===== src/logic/hpb_pkg.sv =====
`default_nettype none
package hpb_pkg;
	// ==========================================
	// widths
	localparam int AD_W = 8;
	localparam int A_W = 4;
	localparam int RT_SRC_W = 4;
	localparam int GEN_SRC_W = 8;
	// ==========================================
	// reset values
	localparam logic [AD_W-1:0] AD_RST = 8'h00;
	localparam logic MUX_MODE_RST = 1'b0;
	// ==========================================
	// bus control style
	typedef enum logic {
		HPB_STYLE_SINGLE = 1'b0,
		HPB_STYLE_SPLIT = 1'b1
	} hpb_style_t;
endpackage
`default_nettype wire


===== src/logic/hpb_acc_if.sv =====
`timescale 1ns/100ps
`default_nettype none
interface hpb_acc_if;
	logic act;
	logic start;
	logic fin;
	logic is_rd;
	modport dec (output act, output start, output fin, output is_rd);
	modport core (input act, input start, input fin, input is_rd);
endinterface
`default_nettype wire


===== src/logic/hpb_strobe_dec.sv =====
`timescale 1ns/100ps
`default_nettype none
module hpb_strobe_dec (
	input wire logic i_clk,
	input wire logic i_rst,
	input wire logic i_cs_n,
	input wire logic i_strobe_n,
	input wire logic i_dir,
	input wire hpb_pkg::hpb_style_t i_style,
	hpb_acc_if.dec acc
);
	logic act;
	logic rd_now;
	logic act_q;
	logic rd_q;

	// ==========================================
	// access decode
	always_comb begin
		if (i_style == hpb_pkg::HPB_STYLE_SINGLE) begin
			act = !i_cs_n && !i_strobe_n;
			rd_now = i_dir;
		end else begin
			act = !i_cs_n && (!i_strobe_n || !i_dir);
			rd_now = !i_strobe_n;
		end
	end

	always_ff @(posedge i_clk) begin
		if (i_rst) begin
			act_q <= 1'b0;
		end else begin
			act_q <= act;
		end
	end

	// direction is sampled every cycle of the access and the last value is held after its end
	always_ff @(posedge i_clk) begin
		if (i_rst) begin
			rd_q <= 1'b0;
		end else if (act) begin
			rd_q <= rd_now;
		end
	end

	assign acc.act = act;
	assign acc.start = act && !act_q;
	assign acc.fin = act_q && !act;
	assign acc.is_rd = act ? rd_now : rd_q;
endmodule
`default_nettype wire


===== src/logic/hpb_host_port.sv =====
// Notes on behaviour
// - In multiplexed mode the shared eight lines first carry the address, then data both ways.
// - In demultiplexed mode the shared lines carry only data and no address is taken from them.
// - In demultiplexed mode the address comes from the four dedicated address inputs.
// - In single-strobe style an access ends at the rising strobe edge, which completes a write or ends a read drive.
// - In single-strobe style the direction input is high for a read and low for a write during the access.
// - In split-strobe style the read strobe means read and the write strobe means write.
// - In multiplexed mode the address is captured from the shared lines while address latch is high.
// - The address latch input decides between multiplexed and demultiplexed operation.
// - High-priority conditions drive the dedicated open-drain real-time interrupt output.
// - All other conditions drive the separate open-drain interrupt request output.
`timescale 1ns/100ps
`default_nettype none
module hpb_host_port #(
	parameter int AD_W = hpb_pkg::AD_W,
	parameter int A_W = hpb_pkg::A_W,
	parameter int RT_SRC_W = hpb_pkg::RT_SRC_W,
	parameter int GEN_SRC_W = hpb_pkg::GEN_SRC_W
) (
	// clock and reset
	input wire logic I_MCLK,
	input wire logic I_RST,

	// host bus
	input wire logic I_STYLE_SPLIT,
	input wire logic I_CS_N,
	input wire logic I_HOST_DATA_STROBE_N,
	input wire logic I_DIR_OR_WR_N,
	input wire logic I_ALE,
	input wire logic [A_W-1:0] I_A,
	input wire logic [AD_W-1:0] I_AD,
	output logic [AD_W-1:0] O_AD,
	output logic O_AD_OE,

	// internal register side
	output logic O_REG_WR,
	output logic O_REG_RD,
	output logic [AD_W-1:0] O_REG_ADDR,
	output logic [AD_W-1:0] O_REG_WDATA,
	input wire logic [AD_W-1:0] I_REG_RDATA,

	// interrupt sources and pins
	input wire logic [RT_SRC_W-1:0] I_RT_PEND,
	input wire logic [GEN_SRC_W-1:0] I_GEN_PEND,
	output logic O_REALTIME_IRQ_OUT,
	output logic O_REALTIME_IRQ_OUT_OE,
	output logic O_IRQ_REQ,
	output logic O_IRQ_REQ_OE,

	// status
	output logic O_MUX_MODE
);
	// ==========================================
	// access state
	hpb_acc_if acc ();
	hpb_pkg::hpb_style_t style;

	// mode and address
	logic mux_mode_q;
	logic [AD_W-1:0] addr_q;

	// write side
	logic [AD_W-1:0] wdata_q;
	logic wr_q;

	// read side
	logic [AD_W-1:0] rdata_q;
	logic oe_q;
	logic rd_q;
	logic rd_fetch_q;

	// interrupt lines, index 0 real-time, index 1 general request
	localparam int IRQ_N = 2;
	logic [IRQ_N-1:0] irq_any;
	logic [IRQ_N-1:0] irq_q;

	// ==========================================
	// decode helpers
	// a write is any access that is not a read; used for data capture and the end pulse
	function automatic logic is_write(input logic qual, input logic rd);
		return qual && !rd;
	endfunction

	// ==========================================
	// bus style
	// the strap selects single strobe plus direction or separate read and write strobes
	assign style = I_STYLE_SPLIT ? hpb_pkg::HPB_STYLE_SPLIT : hpb_pkg::HPB_STYLE_SINGLE;

	// ==========================================
	// strobe decode
	hpb_strobe_dec u_dec (
		.i_clk(I_MCLK),
		.i_rst(I_RST),
		.i_cs_n(I_CS_N),
		.i_strobe_n(I_HOST_DATA_STROBE_N),
		.i_dir(I_DIR_OR_WR_N),
		.i_style(style),
		.acc(acc)
	);

	// ==========================================
	// mode selection
	// any address latch pulse switches the port to multiplexed operation
	always_ff @(posedge I_MCLK) begin
		if (I_RST) begin
			mux_mode_q <= hpb_pkg::MUX_MODE_RST;
		end else if (I_ALE) begin
			mux_mode_q <= 1'b1;
		end
	end

	// ==========================================
	// address capture
	// demultiplexed addresses are zero-extended to the internal address width
	always_ff @(posedge I_MCLK) begin
		if (I_RST) begin
			addr_q <= hpb_pkg::AD_RST;
		end else if (I_ALE) begin
			addr_q <= I_AD;
		end else if (!mux_mode_q && acc.start) begin
			addr_q <= {{(AD_W-A_W){1'b0}}, I_A};
		end
	end

	// ==========================================
	// write data path
	// the last value sampled before the strobe rises is the one written
	always_ff @(posedge I_MCLK) begin
		if (I_RST) begin
			wdata_q <= hpb_pkg::AD_RST;
		end else if (is_write(acc.act, acc.is_rd)) begin
			wdata_q <= I_AD;
		end
	end

	// ==========================================
	// write strobe
	always_ff @(posedge I_MCLK) begin
		if (I_RST) begin
			wr_q <= 1'b0;
		end else begin
			wr_q <= is_write(acc.fin, acc.is_rd);
		end
	end

	// ==========================================
	// read request
	// the internal location gets two cycles to answer before its data is taken
	always_ff @(posedge I_MCLK) begin
		if (I_RST) begin
			rd_q <= 1'b0;
		end else begin
			rd_q <= acc.start && acc.is_rd;
		end
	end

	// ==========================================
	// read fetch
	always_ff @(posedge I_MCLK) begin
		if (I_RST) begin
			rd_fetch_q <= 1'b0;
		end else begin
			rd_fetch_q <= rd_q;
		end
	end

	// ==========================================
	// read data capture
	always_ff @(posedge I_MCLK) begin
		if (I_RST) begin
			rdata_q <= hpb_pkg::AD_RST;
		end else if (rd_fetch_q) begin
			rdata_q <= I_REG_RDATA;
		end
	end

	// drive stops once the strobe rises or chip select goes away
	always_ff @(posedge I_MCLK) begin
		if (I_RST) begin
			oe_q <= 1'b0;
		end else begin
			oe_q <= acc.act && acc.is_rd;
		end
	end

	// ==========================================
	// interrupt lines, open drain: value low, enable while pending
	// each line is the or of its own pending group, so the two never mix
	assign irq_any[0] = |I_RT_PEND;
	assign irq_any[1] = |I_GEN_PEND;

	for (genvar g = 0; g < IRQ_N; g++) begin : g_irq
		always_ff @(posedge I_MCLK) begin
			if (I_RST) begin
				irq_q[g] <= 1'b0;
			end else begin
				irq_q[g] <= irq_any[g];
			end
		end
	end

	// ==========================================
	// outputs
	assign O_AD = rdata_q;
	assign O_AD_OE = oe_q;

	// internal register side
	assign O_REG_WR = wr_q;
	assign O_REG_RD = rd_q;
	assign O_REG_ADDR = addr_q;
	assign O_REG_WDATA = wdata_q;

	// open-drain pins only ever pull low
	assign O_REALTIME_IRQ_OUT = 1'b0;
	assign O_REALTIME_IRQ_OUT_OE = irq_q[0];
	assign O_IRQ_REQ = 1'b0;
	assign O_IRQ_REQ_OE = irq_q[1];

	// status
	assign O_MUX_MODE = mux_mode_q;
endmodule
`default_nettype wire


===== config.mk =====
export PLATFORM = sky130hd
export DESIGN_NAME = hpb_host_port
export DESIGN_NICKNAME = d
export VERILOG_FILES = /design/src/logic/hpb_pkg.sv /design/src/logic/hpb_acc_if.sv /design/src/logic/hpb_strobe_dec.sv /design/src/logic/hpb_host_port.sv
export SDC_FILE = /design/constraint.sdc
export NUM_CORES = 1
export LEC_CHECK = 0
export BUFFER_PORTS_ARGS = -buffer_cell sky130_fd_sc_hd__buf_2
export CORE_MARGIN = 2
export CORE_UTILIZATION = 34
export DETAILED_ROUTE_END_ITERATION = 10
export GPL_ROUTABILITY_DRIVEN = 1
export PLACE_DENSITY = 0.63
export SLEW_MARGIN = 20
export SYNTH_ARGS = -nofsm -noshare
export SYNTH_HDL_FRONTEND = slang
export SYNTH_HIERARCHICAL = 1
export SYNTH_SLANG_ARGS = --single-unit

===== constraint.sdc =====
create_clock -name I_MCLK -period 1.4 [get_ports I_MCLK]
set_input_delay 0.21 -clock I_MCLK [delete_from_list [all_inputs] [get_ports I_MCLK]]
set_output_delay 0.21 -clock I_MCLK [all_outputs]
set_load 0.005 [all_outputs]

==> summary.txt <==
Power and ir drop
  • Int Power: about 1500 uW
  • Gate power share: 0.132
  • Leak: roughly 0.00085 uW
  • Sw Ratio: 0.241
  • Switching pwr: between 400 and 500 uW
  • PwrDens: about 1100 nW/um^2
  • Total power draw: roughly 1900 uW
  • Max VDD drop: 473 uV
  • Sequential Power Share: 0.522
  • Clock power frac: 0.346

Critical path
  • R2R depth: 4
  • Startpoint Class: input pin
  • Setup Crit Path Kind: in2reg
  • Most frequent CP cell: nand2b_1
  • Critical Path Fanout Max: 8
  • R2r startpoint: u_dec/act_q
  • Cells along the critical path: buf_2, nand2b_1, a21o_1, nor2_1, nand2b_1, nor3_1, a2111oi_2
  • Critical path's slowest cell: nor3_1
  • Setup crit end kind: flip-flop
  • Critical Path Start: I_DIR_OR_WR_N
  • Worst EP arrival: 1420 ps
  • Worst path max stage delay: approximately 270 ps
  • FF-to-FF End: O_REG_ADDR[2]
  • Critical Path RT: roughly 1500 ps
  • Reg-to-reg slack, setup: around 200 ps
  • Critical path endpoint: O_REG_ADDR[2]

Drt
  • Vias/cell: 4.51
  • First-pass DRT Iterations: 4
  • DRC Markers: 0
  • Routed length per instance: 11.2 um
  • Routed wire length: 2.80 mm
  • Via total after detailed routing: approximately 1100
  • First DRT Iteration DRCs: 21
  • Final antenna-violating net count: 0

Floorplan
  • Site Rows: 22
  • Die width: ~66 um
  • Die area: about 4300 sq um
  • Core footprint: roughly 3700 sq um
  • Initial Util: 0.353
  • I/O Pins: slightly above 70
  • Die Ht: ~66 um

Global routing
  • Initial antenna violation count: 0
  • Largest net degree at the start of global routing: 22
  • Gr ovfl total: 0
  • Gr usage total: 0.141
  • Vias in the first global route: around 1100
  • First-pass GRT wire length: 4.64 mm

Logic synthesis
  • Avg Inst Size Synth: a little over 10 sq um
  • Yosys top cell by area: dfxtp_1
  • Synthesized netlist cell count: around 130
  • Yosys top cell area share: 0.512
  • Yosys warning total: 6
  • Number of distinct library cells after synthesis: 25
  • Post-Syn Area: 1290 sq um
  • Top cells by area, synth: dfxtp_1 (51%), mux2i_1 (12%), nor2_1 (6.4%)
  • Synthesis-stage register bit count: 33
  • Register area share after synthesis: 0.512

Clock network
  • CTS clk-pin slew, worst paths: roughly 70 ps
  • Clk_lat worst skew: between 200 and 300 ps
  • Root Driver: clkbuf_8
  • Clk buf depth: 2
  • CTS tree: done
  • Postcts setup bufs: 0
  • CTS sink count: 33
  • CTS Hold Bufs: 0
  • Resized cells post-CTS: 0
  • TritonCTS Buffers: 5
  • H-tree levels: 2

STA
  • Final period utilization: 0.915
  • Setup violations, final: 0
  • Final hold vios: 0
  • Minimum clock period: between 1000 and 1500 ps
  • Post-route setup slack: 119 ps
  • Final Skew: between 5 and 6 ps
  • Pins Over Slew Limit: 0
  • RSZ-0062 raised after global routing: false
  • Max Fclk: 781 MHz

Placed design
  • Hpwl dp: 2.09 mm
  • Pre-CTS setup slack: -146 ps
  • PortBufs: 68
  • RD Place Congestion: approximately 0.73

Status
  • Status: completed

Hold path
  • HP Start: I_RT_PEND[2]
  • Min-Delay Path Class: in2reg

Final layout
  • Share of cells above drive strength 1: 0.433
  • Final #Nets: roughly 240
  • # diodes: 0
  • Area Overhead vs Synth: 35.6%

Flow run
  • Max cap viols: 0
[power groups by stage]
stage / clock, uW / combinational [uW] / sequential (uW)
floorplan: 0 / 133 / 1030
global placement: 0 / 252 / 1020
detailed placement: 0 / 255 / 1020
CTS: 706 / 256 / 1000
global route: 743 / 284 / 1010
finish: 667 / 254 / 1000
[cells in the mapped netlist (all sizes together)]
library cell	count
dfxtp	33
nor2	22
mux2i	16
buf	9
nor3	8
a21oi	5
inv	5
a2111oi	4
nand2	4
nand3b	4
nor2b	3
nor4	3
and3b	2
nand2b	2
a21o	1
and2	1
and2b	1
clkbuf	1
conb	1
nor3b	1
o32a	1
xor2	1
[final cells by class]
type,instances,area (sq um)
inverters,5,18.8
fillers,356,1910
clock buffers,6,72.6
well taps,48,60.1
flip-flops and latches,33,661
clock inverters,2,10.0
repair buffers,74,385
multi-input cells,81,543
[sequential cells by signal (all words and copies together) (netlist names)]
register,count
O_MUX_MODE,1
O_REG_WDATA,8
O_AD,8
O_REG_ADDR,8
O_AD_OE,1
O_REALTIME_IRQ_OUT_OE,1
u_dec/rd_q,1
O_REG_WR,1
rd_fetch_q,1
O_REG_RD,1
O_IRQ_REQ_OE,1
u_dec/act_q,1
[placed cells by master, fill, tap and decap left out, types with 3 or more instances in the layout]
cell       instances
nand3b_1           4
nor3_1             7
clkbuf_8           5
nor4_1             3
nor2_1            22
mux2i_1           16
nand2_1            4
inv_1              5
buf_4              6
a2111oi_2          4
nor2b_1            3
a21oi_1            5
buf_2             68
dfxtp_1           33
[metrics by stage]
stage	instance area [sq um]	hold slack (ps)	std cells	utilization	TNS (ps)
5_1_grt	1750	156	249	0.478	0
6_report	1750	142	249	0.478	0
3_3_place_gp	1670	418	241	0.456	-1320
3_5_place_dp	1670	435	241	0.456	-1480
2_1_floorplan	1290	282	129	-	0
4_1_cts	1750	136	249	0.478	0
[logic make-up after synthesis]
kind of cell / share of synthesized area
AND/OR/NAND/NOR: 0.204
flip-flops: 0.512
multiplexers: 0.124
buffers and inverters: 0.0707
AO/OA/AOI/OAI: 0.0795
XOR/XNOR: 0.00678
other: 0.00290
[worst min path at each step]
stage | endpoint | slack [ps] | cells past startpoint
2_1_floorplan | u_dec/rd_q | 280 | 1
3_3_place_gp | O_REALTIME_IRQ_OUT_OE | 420 | 3
3_5_place_dp | O_REALTIME_IRQ_OUT_OE | 440 | 3
4_1_cts | O_REALTIME_IRQ_OUT_OE | 140 | 3
5_1_grt | O_REALTIME_IRQ_OUT_OE | 160 | 3
6_report | O_REALTIME_IRQ_OUT_OE | 140 | 3
[routing by layer]
| layer | up-vias | part of all wire | track usage |
|---|---|---|---|
| li1 | 570 | - | - |
| met5 | - | 0 | 0 |
| met4 | 0 | 0.010 | 0.0391 |
| met1 | 505 | 0.48 | 0.172 |
| met2 | 46 | 0.43 | 0.225 |
| met3 | 3 | 0.079 | 0.0599 |
[worst max-delay path: cells and delay by family]
kind | cells | cell delay, ps
AO/OA/AOI/OAI | 2 | 270
buffers and inverters | 1 | 100
AND/OR/NAND/NOR | 4 | 830
Power figures use the tool's default switching activity.
